<file path="config.mk">
export PLATFORM = sky130hd
export DESIGN_NAME = vmso_status_top
export DESIGN_NICKNAME = d
export VERILOG_FILES = /design/src/shared/vmso_pkg.sv /design/src/core/vmso_delay_timer.sv /design/src/core/vmso_status_top.sv /design/src/core/vmso_term_sel.sv
export VERILOG_INCLUDE_DIRS = /design/src /design/src/shared
export SDC_FILE = /design/constraint.sdc
export NUM_CORES = 1
export LEC_CHECK = 0
export BUFFER_PORTS_ARGS = -buffer_cell sky130_fd_sc_hd__buf_2
export CAP_MARGIN = 5
export CORE_UTILIZATION = 60
export DETAILED_ROUTE_END_ITERATION = 12
export GPL_TIMING_DRIVEN = 0
export HOLD_SLACK_MARGIN = 0.03
export PLACE_DENSITY_LB_ADDON = 0.12
export SYNTH_ARGS = -nofsm -noshare
export SYNTH_HDL_FRONTEND = slang
export SYNTH_SLANG_ARGS = --single-unit
export TNS_END_PERCENT = 10
</file>
<file path="constraint.sdc">
create_clock -name aclk -period 3.2 [get_ports aclk]
set_input_delay 0.16 -clock aclk [delete_from_list [all_inputs] [get_ports aclk]]
set_output_delay 0.16 -clock aclk [all_outputs]
set_load 0.02 [all_outputs]
</file>
<file path="src/shared/vmso_consts.svh">
// Offsets, field codes, reset values, clock rate and pre-excitation delay time of the status block
`ifndef VMSO_CONSTS_SVH
`define VMSO_CONSTS_SVH
`define VMSO_CLK_HZ 40000000
`define VMSO_PRE_RDY_MS 100
`define VMSO_N_TERM 7
`define VMSO_OFS_START_FREQ 8'h00
`define VMSO_OFS_TUNE_SEL 8'h04
`define VMSO_IDX_TERM_BASE 6'h02
`define VMSO_OFS_STATUS 8'h24
`define VMSO_START_FREQ_RST 16'h0032
`define VMSO_TUNE_SEL_RST 4'h0
`define VMSO_TUNE_ONLINE 4'h1
`define VMSO_CODE_ACTIVE 7'h00
`define VMSO_CODE_READY 7'h0B
`define VMSO_CODE_PRE_RDY 7'h21
`define VMSO_CODE_ACT_START 7'h2C
`define VMSO_CODE_ACT_CMD 7'h2D
`define VMSO_CODE_NONE 14'h270F
`define VMSO_CODE_DEF0 14'h0000
`define VMSO_RESP_OKAY 2'h0
`define VMSO_RESP_SLVERR 2'h2
`endif

</file>
<file path="src/shared/vmso_pkg.sv">
// Types shared by the status-output block
package vmso_pkg;
  typedef logic [13:0] vmso_code_t;
  typedef struct packed {
    logic main_power_on;
    logic aux_supply_mode;
    logic power_fail;
    logic drive_ready;
    logic running;
    logic start_cmd;
    logic freq_cmd_zero;
    logic fault_trip;
    logic output_inhibit_input;
    logic dc_brake;
    logic startup_tuning;
    logic preexcite_active;
    logic preexcite_request;
    logic position_mode;
    logic servo_lock;
    logic [15:0] output_freq;
  } vmso_drive_t;
  typedef struct packed {
    logic operation_ready_flag;
    logic preexcite_ready_flag;
    logic motor_active_flag;
    logic active_or_start_flag;
    logic active_or_command_flag;
  } vmso_flags_t;
  typedef struct packed {
    logic awvalid;
    logic [7:0] awaddr;
    logic wvalid;
    logic [31:0] wdata;
    logic [3:0] wstrb;
    logic bready;
    logic arvalid;
    logic [7:0] araddr;
    logic rready;
  } vmso_axi_req_t;
  typedef struct packed {
    logic awready;
    logic wready;
    logic bvalid;
    logic [1:0] bresp;
    logic arready;
    logic rvalid;
    logic [31:0] rdata;
    logic [1:0] rresp;
  } vmso_axi_rsp_t;
  typedef struct packed {
    logic [31:0] cnt;
    logic done;
  } vmso_tmr_t;
  typedef struct packed {
    logic pin;
  } vmso_sel_t;
  typedef struct packed {
    logic aw_got;
    logic [7:0] awaddr;
    logic w_got;
    logic [31:0] wdata;
    logic [3:0] wstrb;
    logic bvalid;
    logic [1:0] bresp;
    logic rvalid;
    logic [31:0] rdata;
    logic [1:0] rresp;
    logic [15:0] start_freq;
    logic [3:0] tune_sel;
    vmso_code_t [6:0] term_code;
  } vmso_core_t;
endpackage

</file>
<file path="src/core/vmso_delay_timer.sv">
// Delay timer for the request-driven pre-excitation ready flag
`timescale 1ns/10ps
module vmso_delay_timer #(
  parameter int unsigned CYCLES = 4000000
) (
  // Clock and reset
  input wire logic aclk,
  input wire logic aresetn,
  // Control
  input wire logic run,
  input wire logic hold,
  // Status
  output logic done
);
  import vmso_pkg::*;
  vmso_tmr_t st;
  vmso_tmr_t next_st;

  // Hold stretches the delay by the time it stays high
  always_comb begin
    next_st = st;
    if (!run) begin
      next_st = '0;
    end else if (!hold && !st.done) begin
      if (st.cnt == 32'(CYCLES - 1)) begin
        next_st.done = 1'b1;
      end else begin
        next_st.cnt = st.cnt + 32'h00000001;
      end
    end
  end

  always_ff @(posedge aclk) begin
    if (!aresetn) begin
      st <= '0;
    end else begin
      st <= next_st;
    end
  end

  assign done = st.done;
endmodule

</file>
<file path="src/core/vmso_status_top.sv">
// Drive status flags, terminal routing and AXI4-Lite register slave
//
// Decided for this implementation: the register offsets and the AXI4-Lite slave port.
`timescale 1ns/10ps
`include "vmso_consts.svh"
module vmso_status_top #(
  parameter int unsigned PRE_RDY_CYCLES =
    `VMSO_PRE_RDY_MS * (`VMSO_CLK_HZ / 1000)
) (
  // Clock and reset
  input wire logic aclk,
  input wire logic aresetn,
  // Register bus
  input wire vmso_pkg::vmso_axi_req_t axi_req,
  output vmso_pkg::vmso_axi_rsp_t axi_rsp,
  // Drive state
  input wire vmso_pkg::vmso_drive_t drv,
  // Output terminals
  output logic [`VMSO_N_TERM-1:0] term_pin
);
  import vmso_pkg::*;

  // ----------------------------------------------------------------
  // Declarations
  // ----------------------------------------------------------------
  vmso_core_t st;
  vmso_core_t next_st;
  vmso_flags_t flags;
  logic main_ok;
  logic shutoff;
  logic live;
  logic zero_speed;
  logic pre_on;
  logic req_pre;
  logic servo;
  logic freq_ok;
  logic tmr_done;
  logic tmr_hold;

  function automatic logic [31:0] merge(
    input logic [31:0] old,
    input logic [31:0] data,
    input logic [3:0] strb
  );
    logic [31:0] res;
    res = old;
    for (int b = 0; b < 4; b++) begin
      if (strb[b]) begin
        res[b*8 +: 8] = data[b*8 +: 8];
      end
    end
    return res;
  endfunction

  // ----------------------------------------------------------------
  // Flag evaluation
  // ----------------------------------------------------------------
  always_comb begin
    main_ok = drv.main_power_on && !drv.aux_supply_mode;
    shutoff = drv.fault_trip || drv.output_inhibit_input;
    live = main_ok && !shutoff && !drv.power_fail;
    zero_speed = drv.start_cmd && drv.freq_cmd_zero;
    pre_on = drv.preexcite_active || zero_speed;
    req_pre = pre_on && drv.preexcite_request;
    servo = req_pre && drv.position_mode && drv.servo_lock;
    freq_ok = drv.output_freq >= st.start_freq;
    flags.operation_ready_flag = main_ok && drv.drive_ready
      && !drv.power_fail;
    flags.motor_active_flag = live && ((drv.running && freq_ok
      && !drv.dc_brake && !drv.startup_tuning && !pre_on)
      || servo);
    flags.active_or_start_flag = live && (((drv.running
      || drv.start_cmd || pre_on) && !req_pre) || servo);
    flags.preexcite_ready_flag = live && (((pre_on || drv.running)
      && !req_pre) || (req_pre && tmr_done));
    flags.active_or_command_flag = main_ok && (drv.running
      || drv.start_cmd || pre_on);
  end

  // Tuning in progress with tune_sel at VMSO_TUNE_ONLINE pauses the count so the delay grows by it
  assign tmr_hold = st.tune_sel == `VMSO_TUNE_ONLINE
    && drv.startup_tuning;

  vmso_delay_timer #(
    .CYCLES(PRE_RDY_CYCLES)
  ) u_pre_tmr (
    .aclk(aclk),
    .aresetn(aresetn),
    .run(drv.preexcite_request),
    .hold(tmr_hold),
    .done(tmr_done)
  );

  // ----------------------------------------------------------------
  // Terminals
  // ----------------------------------------------------------------
  for (genvar t = 0; t < `VMSO_N_TERM; t++) begin : g_term
    vmso_term_sel u_sel (
      .aclk(aclk),
      .aresetn(aresetn),
      .code(st.term_code[t]),
      .flags(flags),
      .pin(term_pin[t])
    );
  end

  // ----------------------------------------------------------------
  // Register slave
  // ----------------------------------------------------------------
  always_comb begin
    logic [5:0] widx;
    logic [5:0] ridx;
    logic [31:0] word;
    logic mapped;
    next_st = st;
    widx = st.awaddr[7:2];
    ridx = axi_req.araddr[7:2];
    word = 32'h00000000;
    mapped = 1'b0;
    axi_rsp.awready = !st.aw_got && !st.bvalid;
    axi_rsp.wready = !st.w_got && !st.bvalid;
    axi_rsp.arready = !st.rvalid;
    axi_rsp.bvalid = st.bvalid;
    axi_rsp.bresp = st.bresp;
    axi_rsp.rvalid = st.rvalid;
    axi_rsp.rdata = st.rdata;
    axi_rsp.rresp = st.rresp;
    if (axi_req.awvalid && axi_rsp.awready) begin
      next_st.aw_got = 1'b1;
      next_st.awaddr = axi_req.awaddr;
    end
    if (axi_req.wvalid && axi_rsp.wready) begin
      next_st.w_got = 1'b1;
      next_st.wdata = axi_req.wdata;
      next_st.wstrb = axi_req.wstrb;
    end
    if (st.bvalid && axi_req.bready) begin
      next_st.bvalid = 1'b0;
    end
    // Write commits one cycle after both halves are held
    if (st.aw_got && st.w_got) begin
      next_st.aw_got = 1'b0;
      next_st.w_got = 1'b0;
      next_st.bvalid = 1'b1;
      next_st.bresp = `VMSO_RESP_OKAY;
      if (st.awaddr == `VMSO_OFS_START_FREQ) begin
        word = merge({16'h0000, st.start_freq}, st.wdata, st.wstrb);
        next_st.start_freq = word[15:0];
      end else if (st.awaddr == `VMSO_OFS_TUNE_SEL) begin
        word = merge({28'h0000000, st.tune_sel}, st.wdata, st.wstrb);
        next_st.tune_sel = word[3:0];
      end else if (st.awaddr == `VMSO_OFS_STATUS) begin
        next_st.bresp = `VMSO_RESP_OKAY;
      end else begin
        for (int t = 0; t < `VMSO_N_TERM; t++) begin
          if (st.awaddr[1:0] == 2'h0
              && widx == `VMSO_IDX_TERM_BASE + 6'(t)) begin
            mapped = 1'b1;
            word = merge({18'h00000, st.term_code[t]}, st.wdata,
              st.wstrb);
            next_st.term_code[t] = word[13:0];
          end
        end
        if (!mapped) begin
          next_st.bresp = `VMSO_RESP_SLVERR;
        end
      end
    end
    if (st.rvalid && axi_req.rready) begin
      next_st.rvalid = 1'b0;
    end
    if (axi_req.arvalid && axi_rsp.arready) begin
      next_st.rvalid = 1'b1;
      next_st.rresp = `VMSO_RESP_OKAY;
      next_st.rdata = 32'h00000000;
      // A write committing in this cycle must not mark the read as mapped
      mapped = 1'b0;
      if (axi_req.araddr == `VMSO_OFS_START_FREQ) begin
        next_st.rdata = {16'h0000, st.start_freq};
      end else if (axi_req.araddr == `VMSO_OFS_TUNE_SEL) begin
        next_st.rdata = {28'h0000000, st.tune_sel};
      end else if (axi_req.araddr == `VMSO_OFS_STATUS) begin
        next_st.rdata = {15'h0000, tmr_done, 1'b0, term_pin, 3'h0,
          flags};
      end else begin
        for (int t = 0; t < `VMSO_N_TERM; t++) begin
          if (axi_req.araddr[1:0] == 2'h0
              && ridx == `VMSO_IDX_TERM_BASE + 6'(t)) begin
            mapped = 1'b1;
            next_st.rdata = {18'h00000, st.term_code[t]};
          end
        end
        if (!mapped) begin
          next_st.rresp = `VMSO_RESP_SLVERR;
        end
      end
    end
  end

  always_ff @(posedge aclk) begin
    if (!aresetn) begin
      st <= '0;
      st.start_freq <= `VMSO_START_FREQ_RST;
      st.tune_sel <= `VMSO_TUNE_SEL_RST;
      // Terminals other than 0 start with no function
      st.term_code <= {{(`VMSO_N_TERM - 1){`VMSO_CODE_NONE}},
        `VMSO_CODE_DEF0};
    end else begin
      st <= next_st;
    end
  end
endmodule

</file>
<file path="src/core/vmso_term_sel.sv">
// One output terminal: function code decode and polarity
`timescale 1ns/10ps
`include "vmso_consts.svh"
module vmso_term_sel (
  // Clock and reset
  input wire logic aclk,
  input wire logic aresetn,
  // Selection and flags
  input wire vmso_pkg::vmso_code_t code,
  input wire vmso_pkg::vmso_flags_t flags,
  // Terminal
  output logic pin
);
  import vmso_pkg::*;
  vmso_sel_t st;
  vmso_sel_t next_st;
  logic inv;
  logic hit;
  logic [6:0] base;
  logic level;

  // Codes 100-199 and 300-399 drive the inverted level
  always_comb begin
    inv = 1'b0;
    hit = 1'b1;
    base = 7'h00;
    if (code < 14'd100) begin
      base = 7'(code);
    end else if (code < 14'd200) begin
      base = 7'(code - 14'd100);
      inv = 1'b1;
    end else if (code < 14'd300) begin
      base = 7'(code - 14'd200);
    end else if (code < 14'd400) begin
      base = 7'(code - 14'd300);
      inv = 1'b1;
    end else begin
      hit = 1'b0;
    end
    unique case (base)
      `VMSO_CODE_READY: level = flags.operation_ready_flag;
      `VMSO_CODE_PRE_RDY: level = flags.preexcite_ready_flag;
      `VMSO_CODE_ACTIVE: level = flags.motor_active_flag;
      `VMSO_CODE_ACT_START: level = flags.active_or_start_flag;
      `VMSO_CODE_ACT_CMD: level = flags.active_or_command_flag;
      default: begin
        level = 1'b0;
        hit = 1'b0;
      end
    endcase
    // Unknown functions leave the terminal not conducting
    next_st.pin = hit && (level ^ inv);
  end

  always_ff @(posedge aclk) begin
    if (!aresetn) begin
      st <= '0;
    end else begin
      st <= next_st;
    end
  end

  assign pin = st.pin;
endmodule

</file>
---- After elaboration in Yosys (flattened, before gate mapping) ----
Index checks and enable logic that the tools add are counted.
W data, S select, Z words.
word-level totals
  flip-flop bits (word level) ............. 224
  output and inout bits ................... 48
  word-level logic and storage cells ...... 395
operators by class
  add/subtract/negate cells ............... 22
  $lt $le $gt $ge ......................... 29
  equal/unequal tests ..................... 48
  muxes and demuxes ....................... 135
  bitwise operators ....................... 12
  reduce and logical (&&, ||, !) cells .... 113
operator list
  operator                 number
  $mux W32                 8
  $lt A14 B9 Y1 const B    14
  $mux W7                  28
  $eq A7 B6 Y1 const B     21
  $lt A14 B7 Y1 const B    7
  $lt A14 B8 Y1 const B    7
  $sub A7 B7 Y7 const B    14
  $reduce_and A6 Y1        14
  $mux W1                  80
  $logic_and A1 B1 Y1      51
  $eq A7 B4 Y1 const B     7
  $logic_not A7 Y1         7
  $sub A7 B6 Y7 const B    7
  $eq A6 B3 Y1 const B     8
  $mux W35                 1
  $pmux W1 S5              7
  $reduce_or A5 Y1         7
  $add A32 B1 Y32 const B  1
  $eq A32 B22 Y1 const B   1
  $mux W14                 2
  $eq A6 B2 Y1 const B     4
  $eq A8 B3 Y1 const B     2
  $eq A8 B6 Y1 const B     2
  $ge A16 B16 Y1           1
  other kinds (15)         58

---- Depth between registers and ports, before layout ----
Gate-level depths: netlist of run 1.
  depth after elaboration ................. 18
  depth in mapped cells ................... 12
  mapped depth without buffers ............ 11

---- Hierarchy ----
Synthesis of run 1 repeated with hierarchy kept, for this count alone.
unflattened totals
  cell total of the unflattened synthesis .. 1,959
  area total of the unflattened synthesis .. 15,377.2 µm²
by module, submodules not included
  module                                instances  cells an instance  area each (µm²)
  vmso_status_top                       1          1,020              8,435.6
  vmso_term_sel at g_term[0].u_sel ...  6          106                762.0
  vmso_delay_timer                      1          201                1,695.4
  vmso_term_sel at g_term[6].u_sel      1          102                674.4

---- Least setup slack after synthesis of run 1 ----
OpenSTA, ideal clock, no wires.
  path type ............................... reg-to-reg
  start ................................... register st[13] (netlist name)
  end ..................................... register g_term[0].u_sel.st
  library setup time ...................... 0.103 ns
  arrival ................................. 2.658 ns
  data required time ...................... 3.097 ns
  path slack .............................. 0.438 ns
  stages on the path, launching flop included .. 9
  path buffers ............................ 0
  period minus slack after synthesis ...... 2.762 ns
  cell sequence ........................... dfxtp_1 > or3_4 > or3_4 > nor4_4 > a21oi_1 > a22o_2 > xnor2_1 > or4_1 > a2111oi_2
on the way
  longest elaborated chain between the ends .. 9
  elaborated cells between the ends (all ways) .. 25
  classes of those cells .................. 4 x order compare; 4 x eq/ne; 13 x mux; 1 x bitwise; 3 x reduce/logical
RTL lines
  element                                          RTL line                                  text
  from (decl)                                      vmso_status_top.sv:26                     vmso_core_t st;
  from (signal assigned)                           vmso_status_top.sv:209                    st <= next_st;
  $lt A14 B9 Y1                                    vmso_term_sel.sv:34                       end else if (code < 14'd400) begin
  $mux W7                                          vmso_term_sel.sv:34
  $mux W7                                          vmso_term_sel.sv:32                       end else if (code < 14'd300) begin
  $mux W7                                          vmso_term_sel.sv:29                       end else if (code < 14'd200) begin
  $mux W7                                          vmso_term_sel.sv:27                       if (code < 14'd100) begin
  $eq A7 B6 Y1, or another cell as far along       vmso_term_sel.sv:40                       unique case (base)
  $pmux W1 S5 or $reduce_or A5 Y1 (tied branches)  n/a
  $xor A1 B1 Y1 or $mux W1 (tied branches)         vmso_term_sel.sv:52, vmso_term_sel.sv:40
  $logic_and A1 B1 Y1 *                            vmso_term_sel.sv:52                       next_st.pin = hit && (level ^ inv);
  to (signal assigned)                             vmso_term_sel.sv:59                       st <= next_st;
  to (decl)                                        vmso_term_sel.sv:15                       vmso_sel_t st;
Mark *: on every way between the ends. The rest lies on a longest branch, timed or not.
A chain may end at the register's enable or synchronous reset.

---- Worst setup path in the final report of run 1 ----
  start ................................... register st[108] (netlist name)
  end ..................................... register g_term[2].u_sel.st
on the way
  longest elaborated chain between the ends .. 10
RTL lines
  element                           RTL line               text
  $ge A16 B16 Y1                    vmso_status_top.sv:66  freq_ok = drv.output_freq >= st.start_freq;
  $logic_and A1 B1 Y1               vmso_status_top.sv:69  flags.motor_active_flag = live && ((drv.running && freq_ok
  $logic_and A1 B1 Y1 (3 in a row)  vmso_status_top.sv:70  && !drv.dc_brake && !drv.startup_tuning && !pre_on)
  $logic_or A1 B1 Y1                vmso_status_top.sv:71  || servo);
  $logic_and A1 B1 Y1               vmso_status_top.sv:69
  $pmux W1 S5                       vmso_term_sel.sv:40
  $xor A1 B1 Y1                     vmso_term_sel.sv:52
  $logic_and A1 B1 Y1               vmso_term_sel.sv:52
  to (signal assigned)              vmso_term_sel.sv:59
  to (decl)                         vmso_term_sel.sv:15
No other way between the ends.

==> results of run 1 <==
worst max-delay path: stages, from the launching register on:
cell,delay (ns)
dfxtp_1,0.37
inv_1,0.08
ha_1,0.28
and4_1,0.21
o21ai_0,0.10
o311a_1,0.30
a211oi_1,0.36
nand2_2,0.32
o31a_1,0.40
a2bb2oi_1,0.16
xor2_1,0.17
a311oi_1,0.24
worst min path at each step:
| stage | startpoint | to | cells after the start |
|---|---|---|---|
| after floorplan | axi_req[0] | axi_rsp[34]$_SDFFE_PN0P_ | 1 |
| after global placement | axi_req[0] | axi_rsp[34]$_SDFFE_PN0P_ | 2 |
| after detailed placement | axi_req[0] | axi_rsp[34]$_SDFFE_PN0P_ | 2 |
| after CTS | axi_req[5] | axi_rsp[1]$_SDFFE_PN0P_ | 3 |
| after global routing | axi_req[5] | axi_rsp[1]$_SDFFE_PN0P_ | 3 |
| final | axi_req[56] | st[201]$_SDFFE_PP0P_ | 3 |
power by group through the flow:
stage	sequential, mW	combinational, mW	clock [mW]
detailed placement	2.70	0.461	0
CTS	2.64	0.492	2.81
floorplan	2.69	0.279	0
global placement	2.70	0.454	0
global route	2.65	0.544	2.92
finish	2.64	0.512	2.81
registers in the layout (all words and copies together), names as in the netlist:
| signal | cells |
|---|---|
| st | 146 |
| u_pre_tmr.st | 32 |
| g_term.u_sel.pin | 7 |
| u_pre_tmr.done | 1 |
| axi_rsp | 21 |
layer usage:
| layer | global-route usage | wire length, um | vias up |
|---|---|---|---|
| met5 | 0 | 0 | - |
| met4 | 0.201 | 2520 | 0 |
| met3 | 0.0500 | 4410 | 155 |
| met2 | 0.604 | 19200 | 756 |
| met1 | 0.490 | 17400 | 6409 |
| li1 | - | - | 6408 |
cells by family after synthesis:
kind of cell | Yosys count | share of synthesized area
AO/OA/AOI/OAI | 367 | 0.189
XOR/XNOR | 57 | 0.0374
other | 1 | 0.000281
buffers and inverters | 202 | 0.0700
adder cells (fa/ha/maj) | 53 | 0.0494
multiplexers | 128 | 0.0964
AND/OR/NAND/NOR | 684 | 0.248
flip-flops | 207 | 0.310
through the flow:
stage | power [mW] | hold WS (ns) | util
floorplan | 2.97 | 0.259 | -
global placement | 3.15 | 0.352 | 0.654
detailed placement | 3.16 | 0.361 | 0.655
CTS | 5.94 | 0.0849 | 0.705
global route | 6.11 | 0.111 | 0.708
finish | 5.97 | 0.131 | 0.708
cell type report:
cell class	instances	area, um^2
flip-flops and latches	207	4140
multi-input cells	1306	8390
inverters	57	214
clock buffers	32	679
repair buffers	133	818
plain buffers	145	722
clock inverters	8	123
well taps	280	350
fillers	1798	6380
placed cells by master, fill, tap and decap left out, drive strengths merged, types with 57 or more instances in the layout:
cell type  netlist  routed
nand2          213     213
dfxtp          207     207
nor2           178     178
buf             59     162
mux2i          123     123
clkbuf          86     118
a21oi           91      91
o21ai           65      65
nand3           62      62
inv             57      57
timing repair:
| action | in CTS | in global routing |
|---|---|---|
| endpoints found under the hold margin | 29 | 0 |
| gates cloned | 0 | 0 |
| resized for setup | 1 | 9 |
| hold buffers | 30 | 0 |
| setup endpoints to repair | 1 | 10 |
==> impl_metrics.py, run 1 <==
metrics = {
    "outcome": {
        "status": "completed",
    },
    "worst_setup_path": {
        "r2r_start": "st[108]$_SDFFE_PN0P_",
        "ff2ff_setup_slack_ns": 0.09,
        "arrival_ns": 3.52,
        "cp-start-kind": "register",
        "worstReg2RegEnd": "g_term[2].u_sel.pin$_SDFF_PN0_",
        "critPathCapture": "g_term[2].u_sel.pin$_SDFF_PN0_",
        "required_ns": 3.61,
        "worstSetupPathType": "register to register",
        "worstPathMaxFanout": 7,
        "end_kind": "register",
        "setup.worst_path.start": "st[108]$_SDFFE_PN0P_",
        "reg2regPathDepth": 11,
    },
    "grt": {
        "grt_max_degree": 15,
        "overflow": 0,
        "grt_pass1_vias": 12300,
        "grt_pass1_wl_um": 66300,
        "antenna_found_initial": 0,
        "grt_usage": 0.377,
    },
    "sta": {
        "fin_crit_ns": 3.11,
        "hold_violations": 0,
        "fin_tns_setup_ns": 0,
        "max_freq_ghz": 0.321,
        "worst_slew_pin_slew_ns": 1.15,
        "post-route-period-util": 0.973,
        "max-slew-margin-rel": 0.236,
        "finalSetupViolCount": 0,
        "rsz0062_at_grt": "true",
        "setup_ws_ns": 0.0870,
        "clock_skew_ns": 0.00948,
        "slew_violations": 0,
    },
    "hold_path": {
        "min_path_type": "primary input to register",
    },
    "synthesis": {
        "synth.most_common_cell": "nand2_1",
        "ys_seq_elements": 207,
        "synth_common_cells": "nand2_1, dfxtp_1, nor2_1",
        "yosys-top-cells-area": "dfxtp_1, mux2i_1, nand2_1",
        "yosysWarnings": 0,
        "synth_cells": 1699,
        "avgSynthCellArea_um2": 7.86,
        "yosysSeqAreaShare": 0.310,
        "synth_edf_count": 0,
        "synthDistinctLibCells": 90,
        "syn_area_mm2": 0.0134,
        "synth_flop_cell": "dfxtp_1",
        "yosysTopAreaCell": "dfxtp_1",
        "async_flop_share": 0,
        "synth_top_area_frac": 0.310,
    },
    "run": {
        "max_cap_viol_count": 0,
    },
    "floorplanning": {
        "die_w_um": 151,
        "row_count": 54,
        "coreArea_mm2": 0.0218,
        "dieArea_mm2": 0.0229,
        "start_util": 0.612,
        "ios": 138,
        "die_y_um": 151,
    },
    "placed_design": {
        "placedInstanceArea_mm2": 0.0143,
        "place_ws_ns": -0.0829,
        "place_inst": 2098,
        "dp_hpwl_um": 31600,
        "gp_congestion": 0.968,
        "buffer_ports.inserted": 102,
    },
    "cells_and_area": {
        "fin_cells": 2168,
        "drive_above_1_share": 0.121,
        "diodes": 0,
        "fin_nets": 2014,
        "area_delta_synth_final_pct": 15.6,
        "stdcell_area_mm2": 0.0154,
    },
    "power": {
        "p_sw_frac": 0.244,
        "switchingPower_mw": 1.46,
        "leakage_nw": 6.46,
        "power_density_mw_per_mm2": 387,
        "pwr-share-seq": 0.443,
        "p_comb_frac": 0.086,
        "internal_power_mw": 4.51,
        "pwr-share-clk": 0.471,
        "peakVddDrop_v": 0.000324,
    },
    "route": {
        "routed_via_density": 6.33,
        "post-route-drc-count": 0,
        "drtAntennaViolNets": 0,
        "drt-total-wl_um": 43600,
        "num_vias": 13700,
        "route.detailed.wl_per_inst_um": 20.1,
        "dr.pass1.iters": 7,
        "drt_iter0_markers": 1502,
    },
    "clock_tree": {
        "clock_sinks": 207,
        "cts_tree": "done",
        "cts_buffers": 22,
        "clk_latency_ns": 0.51,
        "cts_root_buffer": "clkbuf_16",
        "max-clock-path-buffers": 3,
        "cts_max_level": 1,
        "post_cts_buffers": 0,
        "clk_pin_slew_ns": 0.06,
    },
}
(Power assumes the default switching activity.)
==> run 2, diff against run 1 <==
--- a/config.mk
+++ b/config.mk
@@ -9,10 +9,12 @@
 export BUFFER_PORTS_ARGS = -buffer_cell sky130_fd_sc_hd__buf_2
 export CAP_MARGIN = 5
 export CORE_UTILIZATION = 60
+export CTS_CLUSTER_DIAMETER = 150
 export DETAILED_ROUTE_END_ITERATION = 12
 export GPL_TIMING_DRIVEN = 0
 export HOLD_SLACK_MARGIN = 0.03
 export PLACE_DENSITY_LB_ADDON = 0.12
+export RECOVER_POWER = 25
 export SYNTH_ARGS = -nofsm -noshare
 export SYNTH_HDL_FRONTEND = slang
 export SYNTH_SLANG_ARGS = --single-unit
==> impl_metrics.py, run 2 (synthesis results as in run 1) <==
metrics = {
    "outcome": {
        "status": "completed",
    },
    "sta": {
        "slew_violations": 0,
        "max-slew-margin-rel": 0.256,
        "hold_violations": 0,
        "finalSetupViolCount": 0,
        "post-route-period-util": 0.976,
        "max_freq_ghz": 0.320,
        "worst_slew_pin_slew_ns": 1.12,
        "rsz0062_at_grt": "true",
        "clock_skew_ns": 0.0107,
        "hold_ws_ns": 0.129,
        "fin_crit_ns": 3.12,
    },
    "placed_design": {
        "placedInstanceArea_mm2": 0.0143,
        "dp_hpwl_um": 31600,
        "buffer_ports.inserted": 102,
        "gp_congestion": 0.968,
    },
    "worst_setup_path": {
        "worstPathMaxFanout": 7,
        "end_kind": "register",
        "critPathMaxStageDelay_ns": 0.40,
        "worstReg2RegEnd": "g_term[2].u_sel.pin$_SDFF_PN0_",
        "cp-start-kind": "register",
        "reg2regPathDepth": 11,
        "worstSetupPathType": "register to register",
        "r2r_start": "st[108]$_SDFFE_PN0P_",
        "crit_slowest_cell": "o31a_1",
        "arrival_ns": 3.53,
        "ff2ff_setup_slack_ns": 0.08,
        "required_ns": 3.60,
        "critical_path.cell_chain": "inv_1, ha_1, and4_1, o21ai_0, o311a_1, a211oi_1, nand2_2, o31a_1, a2bb2oi_1, xor2_1, a311oi_1",
    },
    "cells_and_area": {
        "final_cell_mix": "nand2_1, dfxtp_1, nor2_1, mux2i_1, clkbuf_1",
        "final_util": 0.706,
        "largest_reg_flops": 146,
        "final_common_cell": "nand2_1",
        "diodes": 0,
        "stdcell_area_mm2": 0.0154,
        "area_delta_synth_final_pct": 15.3,
        "multi_input_area_mm2": 0.00839,
        "fillers": 1822,
        "regMostFlops": "st",
        "ff_latch_area_mm2": 0.00414,
        "drive_above_1_share": 0.105,
        "fin_nets": 2014,
    },
    "grt": {
        "grt_pass1_wl_um": 66300,
        "grt_max_degree": 15,
        "grt_usage": 0.377,
        "antenna_found_initial": 0,
        "grt_pass1_vias": 12300,
        "overflow": 0,
    },
    "clock_tree": {
        "cts_tree": "done",
        "max-clock-path-buffers": 3,
        "cts_buffers": 22,
        "clk_pin_slew_ns": 0.07,
        "clk_latency_ns": 0.51,
        "cts_max_level": 1,
        "cts_root_buffer": "clkbuf_16",
        "clock_sinks": 207,
    },
    "power": {
        "p_sw_frac": 0.244,
        "internal_power_mw": 4.51,
        "peakVddDrop_v": 0.000325,
        "pwr-share-seq": 0.443,
        "switchingPower_mw": 1.45,
        "pwr-share-clk": 0.471,
        "leakage_nw": 6.35,
        "p_comb_frac": 0.085,
        "power_density_mw_per_mm2": 387,
    },
    "route": {
        "post-route-drc-count": 0,
        "route.detailed.wl_per_inst_um": 20.1,
        "num_vias": 13700,
        "drt_iter0_markers": 1400,
        "dr.pass1.iters": 6,
        "drt-total-wl_um": 43600,
        "routed_via_density": 6.30,
        "drtAntennaViolNets": 0,
    },
    "hold_path": {
        "hold_start": "axi_req[5]",
        "min_delay_path_depth": 3,
        "min_path_type": "primary input to register",
        "hold_path_end": "axi_rsp[1]$_SDFFE_PN0P_",
    },
    "floorplanning": {
        "dieArea_mm2": 0.0229,
        "die_y_um": 151,
        "ios": 138,
        "start_util": 0.612,
        "coreArea_mm2": 0.0218,
        "row_count": 54,
        "die_w_um": 151,
    },
    "run": {
        "max_cap_viol_count": 0,
    },
}
==> run 2: metrics by stage <==
step	std cells	TNS, ns	power (mW)	setup WS, ns
floorplan	1715	0	2.97	0.438
finish	2168	0	5.96	0.0756
detailed placement	2098	-0.0829	3.16	-0.0829
global route	2168	-0.183	6.10	-0.0930
global placement	2097	-0.0362	3.15	-0.0362
CTS	2168	0	5.94	0.0635
==> run 2: worst max-delay path by stage <==
| stage | start | to | slack, ns |
|---|---|---|---|
| after floorplan | st[13]$_SDFFE_PN0P_ | g_term[0].u_sel.pin$_SDFF_PN0_ | 0.44 |
| after global placement | st[108]$_SDFFE_PN0P_ | g_term[2].u_sel.pin$_SDFF_PN0_ | -0.04 |
| after detailed placement | st[108]$_SDFFE_PN0P_ | g_term[2].u_sel.pin$_SDFF_PN0_ | -0.08 |
| after CTS | st[31]$_SDFFE_PN1P_ | g_term[2].u_sel.pin$_SDFF_PN0_ | 0.06 |
| after global routing | st[108]$_SDFFE_PN0P_ | g_term[2].u_sel.pin$_SDFF_PN0_ | -0.09 |
| final | st[108]$_SDFFE_PN0P_ | g_term[2].u_sel.pin$_SDFF_PN0_ | 0.08 |
==> run 2: power groups by stage <==
stage               Sequential (mW)  Clock (mW)  Combinational [mW]
floorplan                      2.69           0               0.279
global placement               2.70           0               0.454
detailed placement             2.70           0               0.461
CTS                            2.64        2.81               0.492
global route                   2.65        2.92               0.539
finish                         2.64        2.81               0.508
==> run 2: critical path: cells and delay by family (launching register included) <==
| kind | cells | cell delay, ns |
|---|---|---|
| adder cells (fa/ha/maj) | 1 | 0.28 |
| AND/OR/NAND/NOR | 2 | 0.53 |
| buffers and inverters | 1 | 0.08 |
| AO/OA/AOI/OAI | 6 | 1.56 |
| XOR/XNOR | 1 | 0.17 |
| flip-flops | 1 | 0.38 |
==> run 2: area by class of cell <==
class	count	area share
flip-flops and latches	207	0.269
plain buffers	145	0.0469
well taps	280	0.0227
clock inverters	8	0.00796
repair buffers	133	0.0507
clock buffers	32	0.0441
inverters	57	0.0139
multi-input cells	1306	0.545
==> run 2: routing by layer <==
metal / routed length, um / global-route usage / vias to the layer above
met5: 0 / 0 / -
met3: 4220 / 0.0500 / 153
met1: 17800 / 0.490 / 6341
li1: - / - / 6408
met4: 2410 / 0.201 / 0
met2: 19200 / 0.604 / 764
==> run 2: timing repair <==
action / CTS / global route
hold buffers: 30 / 0
endpoints found under the setup margin: 1 / 10
hold endpoints to repair: 29 / 0
setup buffers: 0 / 0
gates resized for setup: 1 / 9
==> run 3, diff against run 2 <==
--- a/config.mk
+++ b/config.mk
@@ -8,7 +8,7 @@
 export LEC_CHECK = 0
 export BUFFER_PORTS_ARGS = -buffer_cell sky130_fd_sc_hd__buf_2
 export CAP_MARGIN = 5
-export CORE_UTILIZATION = 60
+export CORE_UTILIZATION = 65
 export CTS_CLUSTER_DIAMETER = 150
 export DETAILED_ROUTE_END_ITERATION = 12
 export GPL_TIMING_DRIVEN = 0
==> constraint.sdc (replaced) <==
create_clock -name aclk -period 3.93 [get_ports aclk]
set_input_delay 0.1965 -clock aclk [delete_from_list [all_inputs] [get_ports aclk]]
set_output_delay 0.1965 -clock aclk [all_outputs]
set_load 0.02 [all_outputs]
==> impl_metrics.py, run 3 (synthesis results as in run 1) <==
metrics = {
    "sta": {
        "max-slew-margin-rel": 0.133,
        "hold_violations": 0,
        "fin_crit_ns": 3.26,
        "slew_violations": 0,
        "fin_tns_setup_ns": 0,
        "hold_ws_ns": 0.0949,
        "rsz0062_at_grt": "false",
        "clock_skew_ns": 0.00896,
        "finalSetupViolCount": 0,
        "max_freq_ghz": 0.306,
        "post-route-period-util": 0.830,
        "worst_slew_pin_slew_ns": 1.29,
    },
    "cells_and_area": {
        "stdcell_area_mm2": 0.0152,
        "fin_nets": 2014,
        "area_delta_synth_final_pct": 14.0,
        "diodes": 0,
        "fin_cells": 2153,
        "drive_above_1_share": 0.0982,
        "final_common_cell": "nand2_1",
        "regMostFlops": "st",
        "largest_reg_flops": 146,
        "final_cell_mix": "nand2_1, dfxtp_1, nor2_1, mux2i_1, clkbuf_1",
        "final_util": 0.755,
    },
    "grt": {
        "met1_usage": 0.522,
        "met3_usage": 0.0655,
        "grt_usage": 0.406,
        "gr-usage-met2": 0.650,
        "overflow": 0,
        "grt_max_degree": 13,
        "top_usage_layer": "met2",
        "grt_pass1_wl_um": 68100,
        "grt_pass1_vias": 12700,
        "antenna_found_initial": 0,
    },
    "floorplanning": {
        "die_y_um": 145,
        "coreArea_mm2": 0.0202,
        "ios": 138,
        "row_count": 52,
        "die_w_um": 145,
        "start_util": 0.662,
        "dieArea_mm2": 0.0211,
    },
    "worst_setup_path": {
        "cp-start-kind": "register",
        "arrival_ns": 3.67,
        "end_kind": "register",
        "ff2ff_setup_slack_ns": 0.67,
        "required_ns": 4.34,
        "worstPathMaxFanout": 7,
        "worstSetupPathType": "register to register",
    },
    "outcome": {
        "status": "completed",
    },
    "hold_path": {
        "min_path_type": "primary input to register",
    },
    "route": {
        "drt-total-wl_um": 43900,
        "drt_iter0_markers": 1588,
        "dr.pass1.iters": 9,
        "route.detailed.wl_per_inst_um": 20.4,
        "drtAntennaViolNets": 0,
        "routed_via_density": 6.48,
        "post-route-drc-count": 0,
        "num_vias": 14000,
    },
    "placed_design": {
        "place_inst": 2088,
        "placedInstanceArea_mm2": 0.0143,
        "dp_hpwl_um": 31300,
        "gp_congestion": 0.983,
        "buffer_ports.inserted": 102,
    },
    "clock_tree": {
        "cts_max_level": 1,
        "cts_tree": "done",
        "max-clock-path-buffers": 3,
        "cts_hold_buf": 29,
        "clock_sinks": 207,
        "cts_root_buffer": "clkbuf_16",
        "clk_latency_ns": 0.52,
        "clk_pin_slew_ns": 0.06,
        "cts_buffers": 23,
        "post_cts_buffers": 0,
        "cts_resized": 0,
    },
    "run": {
        "max_cap_viol_count": 0,
    },
    "power": {
        "leakage_nw": 6.27,
        "power_density_mw_per_mm2": 305,
        "peakVddDrop_v": 0.000272,
    },
}
run 3: cell type report:
class                           instances  area [um^2]
Clock inverter                          7         68.8
Sequential cell                       207         4140
Multi-Input combinational cell       1306         8340
Buffer                                145          721
Timing Repair Buffer                  132          768
Clock buffer                           29          638
Inverter                               57          214
Fill cell                            1579         4930
Tap cell                              270          338
run 3: path summary, 6_finish.rpt:
check	cells past startpoint	start	end
setup / recovery	11	st[113]$_SDFFE_PN0P_	g_term[2].u_sel.pin$_SDFF_PN0_
hold / removal	3	axi_req[6]	axi_rsp[1]$_SDFFE_PN0P_
setup reg to reg	11	st[113]$_SDFFE_PN0P_	g_term[2].u_sel.pin$_SDFF_PN0_
hold reg to reg	2	axi_rsp[17]$_SDFFE_PN0P_	axi_rsp[17]$_SDFFE_PN0P_
run 3: through the flow:
step | power (mW) | setup WS [ns]
2_1_floorplan | 2.42 | 1.17
3_3_place_gp | 2.57 | 0.720
3_5_place_dp | 2.57 | 0.723
4_1_cts | 4.62 | 0.696
5_1_grt | 4.74 | 0.467
6_report | 4.65 | 0.666
run 3: report_power, final:
group,switching (mW),internal [mW],leakage [nW]
Clock,0.877,1.20,0.345
Sequential,0.0219,2.13,1.68
Combinational,0.274,0.141,4.25
Total,1.17,3.48,6.27
run 3: worst max-delay path: stages, from the launching register on:
cell       delay, ns
dfxtp_1         0.38
inv_1           0.09
ha_1            0.32
o2111a_1        0.20
o2111ai_1       0.14
o311a_1         0.15
a211oi_1        0.30
nand2_1         0.50
o31a_1          0.46
a2bb2oi_1       0.15
xor2_1          0.17
a311oi_1        0.28
run 3: routing by layer:
metal / share of wire / vias up
met5: 0 / -
met4: 0.061 / 0
met3: 0.11 / 189
met2: 0.44 / 915
met1: 0.39 / 6462
li1: - / 6393
